===== config.mk =====
export PLATFORM = sky130hd
export DESIGN_NAME = program_flash_row_writer
export DESIGN_NICKNAME = d
export VERILOG_FILES = /design/src/row_writer_pkg.sv /design/src/row_latch_bank.sv /design/src/program_flash_row_writer.sv
export SDC_FILE = /design/constraint.sdc
export NUM_CORES = 1
export LEC_CHECK = 0
export ABC_AREA = 1
export BUFFER_PORTS_ARGS = -buffer_cell sky130_fd_sc_hd__buf_4
export CAP_MARGIN = 20
export CELL_PAD_IN_SITES_DETAIL_PLACEMENT = 0
export CELL_PAD_IN_SITES_GLOBAL_PLACEMENT = 1
export CORE_UTILIZATION = 40
export DETAILED_ROUTE_END_ITERATION = 8
export PLACE_DENSITY = 0.75
export REMOVE_ABC_BUFFERS = 1
export SLEW_MARGIN = 0
export SYNTH_ARGS = -nofsm -noshare
export SYNTH_HDL_FRONTEND = slang
export SYNTH_SLANG_ARGS = --single-unit

===== constraint.sdc =====
create_clock -name SYS_CLK_I -period 5.2 [get_ports SYS_CLK_I]
set_clock_uncertainty 0.15 [all_clocks]
set_input_delay 0.26 -clock SYS_CLK_I [delete_from_list [all_inputs] [get_ports SYS_CLK_I]]
set_output_delay 0.26 -clock SYS_CLK_I [all_outputs]
set_load 0.03 [all_outputs]

===== src/row_writer_pkg.sv =====
// Operation
// - the device holds a row of write latches with 96 bytes of program data, filled before a program starts.
// - each table write picks its latch by table pointer offset bits 5:1 alone; the page register takes no part.
// - a high-byte table write stores only the low byte of the source word and drops its upper byte.
// - no erase or program starts unless the unlock pair was written to the key register just before.
// - the page register resets to zero, holds only its low byte, and reads zero above it.
package row_writer_pkg;
  // ---------------------------------------------------------------
  // register map (byte addresses)
  // ---------------------------------------------------------------
  // the page register's offset is a word index; its byte address is four times it
  localparam logic [11:0] IDX_PAGE     = 12'h032;
  localparam logic [11:0] ADDR_PAGE    = IDX_PAGE << 2;
  localparam logic [11:0] ADDR_KEY     = 12'h040;
  localparam logic [11:0] ADDR_CTRL    = 12'h044;
  localparam logic [11:0] ADDR_TPTR    = 12'h048;
  localparam logic [11:0] ADDR_WLOW    = 12'h04c;
  localparam logic [11:0] ADDR_WHIGH   = 12'h050;
  localparam logic [11:0] ADDR_RDLAT   = 12'h054;
  // ---------------------------------------------------------------
  // fields and values
  // ---------------------------------------------------------------
  localparam int          CTRL_START_BIT = 15;
  localparam int          CTRL_ERR_BIT   = 13;
  localparam int          CTRL_ERASE_BIT = 6;
  localparam logic [7:0]  KEY_FIRST      = 8'h55;
  localparam logic [7:0]  KEY_SECOND     = 8'haa;
  localparam logic [15:0] PAGE_RESET     = 16'h0000;
  localparam logic [15:0] PAGE_MASK      = 16'h00ff;
  localparam int          ROW_WORDS      = 32;
  localparam int          ROW_BYTES      = 96;
  localparam int          WIDX_W         = 5;
  // ---------------------------------------------------------------
  // timing
  // ---------------------------------------------------------------
  localparam int          CLK_HZ         = 20_000_000;
  localparam int          PROG_TIME_US   = 2000;
  localparam int          PROG_CYCLES    = PROG_TIME_US * (CLK_HZ / 1_000_000);
endpackage : row_writer_pkg


===== src/row_latch_bank.sv =====
`timescale 1ns/1ps
module row_latch_bank (
  input  wire logic                          clk_i,
  input  wire logic                          rst_n_i,
  input  wire logic                          wr_low_i,
  input  wire logic                          wr_high_i,
  input  wire logic [row_writer_pkg::WIDX_W-1:0] idx_i,
  input  wire logic [15:0]                   data_i,
  output logic      [23:0]                   rd_word_o
);
  import row_writer_pkg::*;

  logic [23:0] lat_ff     [ROW_WORDS];
  logic [23:0] nxt_lat    [ROW_WORDS];

  // ---------------------------------------------------------------
  // 32 words of 24 bits: 96 bytes
  // ---------------------------------------------------------------
  always_comb begin
    for (int i = 0; i < ROW_WORDS; i++) begin
      nxt_lat[i] = lat_ff[i];
    end
    if (wr_low_i) begin
      nxt_lat[idx_i][15:0] = data_i;
    end
    if (wr_high_i) begin
      nxt_lat[idx_i][23:16] = data_i[7:0];
    end
  end

  always_ff @(posedge clk_i or negedge rst_n_i) begin
    if (!rst_n_i) begin
      for (int i = 0; i < ROW_WORDS; i++) begin
        lat_ff[i] <= 24'h000000;
      end
    end else begin
      for (int i = 0; i < ROW_WORDS; i++) begin
        lat_ff[i] <= nxt_lat[i];
      end
    end
  end

  assign rd_word_o = lat_ff[idx_i];
endmodule : row_latch_bank


===== src/program_flash_row_writer.sv =====
// The implementer's own choice: the APB register port.
`timescale 1ns/1ps
module program_flash_row_writer #(
  parameter int PROG_CYCLES_P = row_writer_pkg::PROG_CYCLES
) (
  input  wire logic        SYS_CLK_I,
  input  wire logic        RESETN_I,
  input  wire logic        PSEL_I,
  input  wire logic        PENABLE_I,
  input  wire logic        PWRITE_I,
  input  wire logic [11:0] PADDR_I,
  input  wire logic [31:0] PWDATA_I,
  output logic      [31:0] PRDATA_O,
  output logic             PREADY_O,
  output logic             PSLVERR_O,
  output logic             BUSY_O
);
  import row_writer_pkg::*;

  typedef enum logic [1:0] {ST_IDLE, ST_KEY1, ST_ARMED} unlock_e;
  typedef enum logic {PG_IDLE, PG_RUN} prog_e;

  logic [7:0]  page_ff,  nxt_page;
  logic [15:0] tptr_ff,  nxt_tptr;
  unlock_e     ul_ff,    nxt_ul;
  prog_e       pg_ff,    nxt_pg;
  logic [31:0] cnt_ff,   nxt_cnt;
  logic        erase_ff, nxt_erase;
  logic        err_ff,   nxt_err;
  logic [31:0] rdata_ff, nxt_rdata;
  logic        rdy_ff,   nxt_rdy;
  logic        slv_ff,   nxt_slv;
  logic        busy_ff,  nxt_busy;

  logic        acc;
  logic        wr;
  logic        rd_acc;
  logic        idle_st;
  logic        wr_page;
  logic        wr_key;
  logic        wr_ctrl;
  logic        wr_tptr;
  logic        start_ok;
  logic        start_bad;
  logic        wr_low;
  logic        wr_high;
  logic [23:0] lat_word;
  logic [WIDX_W-1:0] lat_idx;

  function automatic logic mapped(input logic [11:0] a);
    mapped = (a == ADDR_PAGE) || (a == ADDR_KEY) || (a == ADDR_CTRL) ||
             (a == ADDR_TPTR) || (a == ADDR_WLOW) || (a == ADDR_WHIGH) ||
             (a == ADDR_RDLAT);
  endfunction : mapped

  function automatic logic wr_to(input logic w, input logic [11:0] a, input logic [11:0] t);
    wr_to = w && (a == t);
  endfunction : wr_to

  // ---------------------------------------------------------------
  // apb decode: one wait state, answer registered after the taken edge
  // ---------------------------------------------------------------
  assign acc       = PSEL_I && PENABLE_I && !rdy_ff;
  assign wr        = acc && PWRITE_I;
  assign rd_acc    = acc && !PWRITE_I;
  assign idle_st   = (pg_ff == PG_IDLE);
  assign wr_page   = wr_to(wr, PADDR_I, ADDR_PAGE);
  assign wr_key    = wr_to(wr, PADDR_I, ADDR_KEY);
  assign wr_ctrl   = wr_to(wr, PADDR_I, ADDR_CTRL) && idle_st;
  assign wr_tptr   = wr_to(wr, PADDR_I, ADDR_TPTR);
  // table pointer: offset only, page not used; word index from offset bits 5:1
  assign lat_idx   = tptr_ff[WIDX_W:1];
  // row frozen while a program runs, so the cells see stable data
  assign wr_low    = wr_to(wr, PADDR_I, ADDR_WLOW) && idle_st;
  assign wr_high   = wr_to(wr, PADDR_I, ADDR_WHIGH) && idle_st;
  assign start_ok  = wr_ctrl && PWDATA_I[CTRL_START_BIT] && (ul_ff == ST_ARMED);
  assign start_bad = wr_ctrl && PWDATA_I[CTRL_START_BIT] && (ul_ff != ST_ARMED);

  row_latch_bank u_bank (
    .clk_i     (SYS_CLK_I),
    .rst_n_i   (RESETN_I),
    .wr_low_i  (wr_low),
    .wr_high_i (wr_high),
    .idx_i     (lat_idx),
    .data_i    (PWDATA_I[15:0]),
    .rd_word_o (lat_word)
  );

  // ---------------------------------------------------------------
  // unlock chain
  // ---------------------------------------------------------------
  // any write other than the next key breaks the chain, so a stray
  // store between the keys cannot arm the start
  always_comb begin
    nxt_ul = ul_ff;
    if (wr) begin
      unique case (ul_ff)
        ST_IDLE:  nxt_ul = (wr_key && PWDATA_I[7:0] == KEY_FIRST) ?
                           ST_KEY1 : ST_IDLE;
        ST_KEY1:  nxt_ul = (wr_key && PWDATA_I[7:0] == KEY_SECOND) ?
                           ST_ARMED : ST_IDLE;
        ST_ARMED: nxt_ul = ST_IDLE;
      endcase
    end
  end

  always_ff @(posedge SYS_CLK_I or negedge RESETN_I) begin
    if (!RESETN_I) begin
      ul_ff <= ST_IDLE;
    end else begin
      ul_ff <= nxt_ul;
    end
  end

  // ---------------------------------------------------------------
  // page, pointer and control fields
  // ---------------------------------------------------------------
  always_comb begin
    nxt_page  = page_ff;
    nxt_tptr  = tptr_ff;
    nxt_erase = erase_ff;
    nxt_err   = err_ff;
    if (wr_page) begin
      nxt_page = PWDATA_I[7:0];
    end
    if (wr_tptr) begin
      nxt_tptr = PWDATA_I[15:0];
    end
    if (wr_high) begin
      nxt_tptr = tptr_ff + 16'h0002;
    end
    if (wr_ctrl) begin
      nxt_erase = PWDATA_I[CTRL_ERASE_BIT];
    end
    // a refused start stays flagged until a good start clears it
    if (start_ok) begin
      nxt_err = 1'b0;
    end else if (start_bad) begin
      nxt_err = 1'b1;
    end
  end

  always_ff @(posedge SYS_CLK_I or negedge RESETN_I) begin
    if (!RESETN_I) begin
      page_ff  <= PAGE_RESET[7:0];
      tptr_ff  <= 16'h0000;
      erase_ff <= 1'b0;
      err_ff   <= 1'b0;
    end else begin
      page_ff  <= nxt_page;
      tptr_ff  <= nxt_tptr;
      erase_ff <= nxt_erase;
      err_ff   <= nxt_err;
    end
  end

  // ---------------------------------------------------------------
  // program sequencer
  // ---------------------------------------------------------------
  always_comb begin
    nxt_pg  = pg_ff;
    nxt_cnt = cnt_ff;
    unique case (pg_ff)
      PG_IDLE: begin
        if (start_ok) begin
          nxt_pg  = PG_RUN;
          nxt_cnt = 32'(PROG_CYCLES_P);
        end
      end
      PG_RUN: begin
        if (cnt_ff <= 32'h00000001) begin
          nxt_pg  = PG_IDLE;
          nxt_cnt = 32'h00000000;
        end else begin
          nxt_cnt = cnt_ff - 32'h00000001;
        end
      end
    endcase
    nxt_busy = (nxt_pg == PG_RUN);
  end

  always_ff @(posedge SYS_CLK_I or negedge RESETN_I) begin
    if (!RESETN_I) begin
      pg_ff   <= PG_IDLE;
      cnt_ff  <= 32'h00000000;
      busy_ff <= 1'b0;
    end else begin
      pg_ff   <= nxt_pg;
      cnt_ff  <= nxt_cnt;
      busy_ff <= nxt_busy;
    end
  end

  // ---------------------------------------------------------------
  // bus answer
  // ---------------------------------------------------------------
  always_comb begin
    nxt_rdy   = acc;
    nxt_slv   = acc && !mapped(PADDR_I);
    nxt_rdata = rdata_ff;
    // writes and refused reads answer zero, never stale read data
    if (acc) begin
      nxt_rdata = 32'h00000000;
      if (rd_acc) begin
        unique case (PADDR_I)
          ADDR_PAGE:  nxt_rdata = {16'h0000, 8'h00, page_ff};
          ADDR_CTRL:  nxt_rdata = {16'h0000, (pg_ff == PG_RUN), 1'b0, err_ff,
                                   6'h00, erase_ff, 6'h00};
          ADDR_TPTR:  nxt_rdata = {16'h0000, tptr_ff};
          ADDR_RDLAT: nxt_rdata = {8'h00, lat_word};
          default:    nxt_rdata = 32'h00000000;
        endcase
      end
    end
  end

  always_ff @(posedge SYS_CLK_I or negedge RESETN_I) begin
    if (!RESETN_I) begin
      rdata_ff <= 32'h00000000;
      rdy_ff   <= 1'b0;
      slv_ff   <= 1'b0;
    end else begin
      rdata_ff <= nxt_rdata;
      rdy_ff   <= nxt_rdy;
      slv_ff   <= nxt_slv;
    end
  end

  assign PRDATA_O  = rdata_ff;
  assign PREADY_O  = rdy_ff;
  assign PSLVERR_O = slv_ff;
  assign BUSY_O    = busy_ff;
endmodule : program_flash_row_writer


### Yosys cells after proc, flatten, opt, wreduce, memory -nomap -nowiden

Index checks and enable logic that the tools add are counted.

* register bits: 863
* bits in latches: 0
* RAM bits: 0
* ROM bits: 0
* input port bits: 49
* output and inout port bits: 35
* logic and storage cells: 120
* memories: 0

* add/sub/neg operators: 2
* multipliers: 0
* divide/modulo/power cells: 0
* magnitude comparators: 3
* eq/ne operators: 13
* shift operators: 0
* multiplexer cells: 26
* bitwise gates (word level): 2
* reductions and logical operators: 32

Operators by type and width (count)
* bitwise mux 768 bit: 2
* two-way mux 768 bit: 2
* demux 24 bit (select 5 bit): 2
* binary-select mux 24 bit (select 5 bit): 1
* two-way mux 24 bit: 4
* one-hot mux 24 bit (4 select lines): 1
* equality test 12 x 7 -> 1 bit, second input constant: 6
* two-way mux 32 bit: 2
* one-hot mux 32 bit (2 select lines): 1
* two-way mux 16 bit: 3
* less-or-equal comparator 32 x 1 -> 1 bit, second input constant: 1
* subtractor 32 x 1 -> 32 bit, second input constant: 1
* logical AND 1 bit: 20
* adder 16 x 2 -> 16 bit, second input constant: 1
* equality test 12 x 8 -> 1 bit, second input constant: 1
* equality test 8 x 7 -> 1 bit, second input constant: 1
* equality test 8 bit, second input constant: 1
* >= comparator 6 bit, second input constant: 1
* logical OR 1 bit: 6
* < comparator 6 x 1 -> 1 bit, second input constant: 1
* inverter 5 -> 6 bit: 1
* one-hot mux 2 bit (3 select lines): 1
* two-way mux 1 bit: 5
* nonzero test 2 bit: 2
* 9 further kinds: 11

### Longest topological paths before layout

* depth in word-level cells: 9
* depth in mapped cells: 14
* mapped depth without buffers: 13

### Modules after synthesis

From an unflattened synthesis, not the netlist that was laid out.

* cell total of the unflattened synthesis: 5652
* area, all modules: 41339.6 um2

Modules (own cells, without submodules)
* row_latch_bank: times used 1, cells an instance 4880, area each 36005.8 um2
* program_flash_row_writer: times used 1, cells an instance 772, area each 5333.9 um2

### Worst setup path after synthesis

No wires, ideal clock.

* path kind: register to register
* start point: register tptr_ff[2]
* end point: register u_bank.lat_ff[79] in the netlist's numbering
* setup time: 0.133 ns
* arrival: 2.155 ns
* slack: 2.761 ns
* cell stages (with the launch flop): 12
* buffers on the path: 4
* clock period less this slack: 2.439 ns
* cells stage by stage: dfrtp_1 -> buf_2 -> inv_2 -> clkbuf_1 -> clkbuf_1 -> ha_1 -> inv_1 -> nor2_1 -> nand2_2 -> clkbuf_1 -> nand2_1 -> o21ai_0

* word-level cells in the longest chain between the ends: 9

Ends and longest elaborated chain
* start: declaration: RTL line program_flash_row_writer.sv:24 `logic [15:0] tptr_ff, nxt_tptr;`
* start signal: assignment: RTL line program_flash_row_writer.sv:151 `tptr_ff <= nxt_tptr;`
* inverter 5 -> 6 bit (implied by the code) (*): RTL line row_latch_bank.sv:24, row_latch_bank.sv:27
* >= comparator 6 bit (implied by the code) / < comparator 6 x 1 -> 1 bit (equally long branches): RTL line row_latch_bank.sv:24 `nxt_lat[idx_i][15:0] = data_i;`
* logical AND 1 bit (implied by the code): RTL line row_latch_bank.sv:24
* two-way mux 16 bit (implied by the code): RTL line row_latch_bank.sv:24
* demux 24 bit (select 5 bit): RTL line row_latch_bank.sv:24
* bitwise mux 768 bit: RTL line row_latch_bank.sv:24
* two-way mux 768 bit: RTL line row_latch_bank.sv:23 `if (wr_low_i) begin`
* bitwise mux 768 bit: RTL line row_latch_bank.sv:27 `nxt_lat[idx_i][23:16] = data_i[7:0];`
* two-way mux 768 bit (*): RTL line row_latch_bank.sv:26 `if (wr_high_i) begin`
* end signal: indexed assignment: RTL line row_latch_bank.sv:38 `lat_ff[i] <= nxt_lat[i];`
* end: declaration: RTL line row_latch_bank.sv:13 `logic [23:0] lat_ff [ROW_WORDS];`

Every way passes the cells marked *; elsewhere a longest branch is shown, timed or not.
A chain may end at the register's enable or synchronous reset.

### Worst setup path after layout

* start point: input PADDR_I[7]
* end point: register u_bank.lat_ff[409] in the netlist's numbering

* word-level cells in the longest chain between the ends: 6

Ends and longest elaborated chain
* start: declaration: RTL line program_flash_row_writer.sv:11 `input wire logic [11:0] PADDR_I,`
* equality test 12 x 7 -> 1 bit: RTL line program_flash_row_writer.sv:57 `wr_to = w && (a == t);`
* logical AND 1 bit: RTL line program_flash_row_writer.sv:57
* logical AND 1 bit: RTL line program_flash_row_writer.sv:74 `assign wr_low = wr_to(wr, PADDR_I, ADDR_WLOW) && idle_st;`
* two-way mux 768 bit: RTL line row_latch_bank.sv:23
* bitwise mux 768 bit: RTL line row_latch_bank.sv:27
* two-way mux 768 bit (*): RTL line row_latch_bank.sv:26

Marks and branches as above.

==> metrics.md <==
| Metric | Value |
|---|---|
| Post-cts resize count | 0 |
| Final hold violation count | 0 |
| Pre-CTS setup slack | roughly 1.8 ns |
| Fin crit period | ~3.8 ns |
| Die width | ~320 um |
| Sink Count | 855 |
| H-tree levels | 3 |
| Core area | roughly 99000 um2 |
| Global-route wire length before repair | approximately 200000 um |
| Synth area leader | dfrtp_1 |
| Top FF cell, synth | dfrtp_1 |
| Top-area cell type share of the netlist area | 0.5370 |
| Mean routed wirelength per cell | 20.07 um |
| Worst-skew pair later-pin latency | 0.66 ns |
| Total CTS buffers | 93 |
| R2R depth | 13 |
| Final instance area | 44400 um2 |
| GRT Total Usage | 0.2486 |
| Vias in the first global route | ~32000 |
| Hold Buf Count CTS | 25 |
| Total wire length | 125100 um |
| Hold Crit Class | in -> reg |
| Row count | between 100 and 150 |
| Worst VDD drop | 218.7 uV |
| Detail Route Antenna Nets | 0 |
| Pleak | roughly 21 nW |
| Final core utilization | 0.4504 |
| DRT Pass-1 Iters | 6 |
| Synthesis warning total | 0 |
| I/O pins | 84 |
| Critical-path maximum fanout | 32 |
| Worst Setup End Kind | register |
| Peak Freq | between 200 and 300 MHz |
| Post-CTS Setup Inserts | 0 |
| Initial DRC Count | roughly 3400 |
| Routability cong. | 0.8299 |
| Relative max-transition margin | 0.2776 |
| Ys async rst share | 1.000 |
| Total die area | slightly above 100000 um2 |
| CTS tree | built |
| Final-stage net count | roughly 4900 |
| Worst-Margin Slew | roughly 1.1 ns |
| Synth Instances | 5009 |
| Max capacitance violation total | 0 |
| Crit start category | input port |
| Drt drc | 0 |
| Dpl hpwl | ~74000 um |
| #FFs+latches synth | 855 |
| Initial antenna violation count | 0 |
| Area Overhead vs Synth | 11.44% |
| Post-Syn Area | about 40000 um2 |
| Final Cycle Share | 0.7235 |
| Final Max Slew Viols | 0 |
| Synth unique cells | 44 |
| Clock-pin slew on the worst setup and hold paths | about 0.060 ns |
| Clk buf depth | 3 |
| Vias post-DR | 33450 |
| Mean Syn Cell Area | 7.954 um2 |
| Layout cell share with drive strength beyond 1 | 0.06978 |
| Synth top cells by count | nand2_1 (1341), o21ai_0 (1147), dfrtp_1 (855) |
| Hold path cells | 6 |
| Initial core utilization | 0.4042 |
| Vias per cell | around 5.4 |
| Post-synth EDFFs | 0 |
| Dpl cell area | between 40000 and 50000 um2 |
| Min Hold Slack | 0.04566 ns |
| Die H | between 300 and 400 um |
| Critical path type | in -> reg |
| Sequential area share after synthesis | 0.5370 |
| Port Buf Inserts | between 50 and 60 |
| Worst endpoint required time | approximately 5.6 ns |
| Fin Setup TNS | 0 ns |
| Root Buffer | clkbuf_16 |
| Count leader, synth | nand2_1 |
| Power Dens Cells | between 300 and 400 nW/um2 |
| Status | finished, final reports clean |
| Remaining Overflow, GRT | 0 |
| Final setup violation count | 0 |
| Final worst slack | between 1 and 1.5 ns |
| Synth area leaders | dfrtp_1 (54%), o21ai_0 (14%), nand2_1 (13%) |
| Largest net degree at the start of global routing | 150 |
| RSZ-0062 raised after global routing | false |
| WP data arrival | about 4.2 ns |
[where the power goes]
| group | switching (mW) | internal [mW] | leakage [nW] | total [mW] |
|---|---|---|---|---|
| Combinational | 0.327 | 0.0583 | 8.31 | 0.385 |
| Clock | 2.74 | 3.82 | 1.46 | 6.56 |
| Sequential | 0.00139 | 6.66 | 11.6 | 6.66 |
[state kept, by name (all words and copies together), names as in the netlist]
| register | count |
|---|---|
| PSLVERR_O | 1 |
| tptr_ff | 16 |
| BUSY_O | 1 |
| PREADY_O | 1 |
| PRDATA_O | 24 |
| ul_ff | 2 |
| u_bank.lat_ff | 768 |
| err_ff | 1 |
| cnt_ff | 32 |
| page_ff | 8 |
| erase_ff | 1 |
[layout by cell type (no fill, tap or decap), drive strengths merged, types with 12 or more instances in the layout]
cell         Yosys  layout
nand2         1380    1380
nor3            21      21
nor2           548     548
xor2            14      14
dlygate4sd3      0      25
nand3           74      74
o211ai          12      12
a21oi           21      21
nand4           17      17
clkbuf         306     143
o22ai          178     178
o21ai         1168    1168
buf             75     126
dfrtp          855     855
clkinv           6      14
inv            276     279
[cell families after synthesis]
kind of cell    after synthesis  synth area share
xor+xnor                     19          0.004177
compound gates             1414            0.1861
flops                       855            0.5370
buf+inv                     663           0.06567
fa+ha+maj                     8          0.002513
simple gates               2049            0.2044
other cells                   1        0.00009413
[metal layers]
layer,GRT usage,share of wire
met3,0.03203,0.060
met5,0,0
met1,0.3660,0.47
met4,0.06311,0.020
met2,0.3863,0.45
[through the flow]
step,power (mW),instances
final,13.61,6233
after global routing,13.99,6231
after CTS,13.73,6227
after detailed placement,7.156,6044
after global placement,7.157,6043
after floorplan,6.861,4635
[area by class of cell]
cell class | instances | area (um2)
timing repair buffer | 151 | 1441
fill | 9858 | 54170
inverter | 282 | 1072
sequential | 855 | 21400
clock buffer | 143 | 2800
multi-input combinational | 3498 | 15910
tap | 1287 | 1610
clock inverter | 15 | 158.9
antenna | 2 | 5.005
[critical path, cell delays in order]
cell,delay [ns]
dlygate4sd3_1,0.54
buf_4,0.14
inv_2,0.05
nand2_1,0.04
dlygate4sd3_1,0.58
nor2_4,0.30
nand2_1,0.11
nor3_2,0.18
nand2_2,0.31
clkinv_2,0.47
nand2_1,0.74
o21ai_0,0.40
[worst paths after layout]
kind | from | endpoint | slack, ns
setup / recovery | PADDR_I[7] | u_bank.lat_ff[409] | 1.44
hold / removal | PADDR_I[5] | ul_ff[1] | 0.05
setup reg to reg | tptr_ff[1] | PRDATA_O[6] | 1.73
hold reg to reg | u_bank.lat_ff[359] | u_bank.lat_ff[359] | 0.33
max in group asynchronous | RESETN_I | u_bank.lat_ff[160] | 3.36
min in group asynchronous | RESETN_I | u_bank.lat_ff[517] | 0.14
Note: power is estimated with default switching activity, not from simulation.
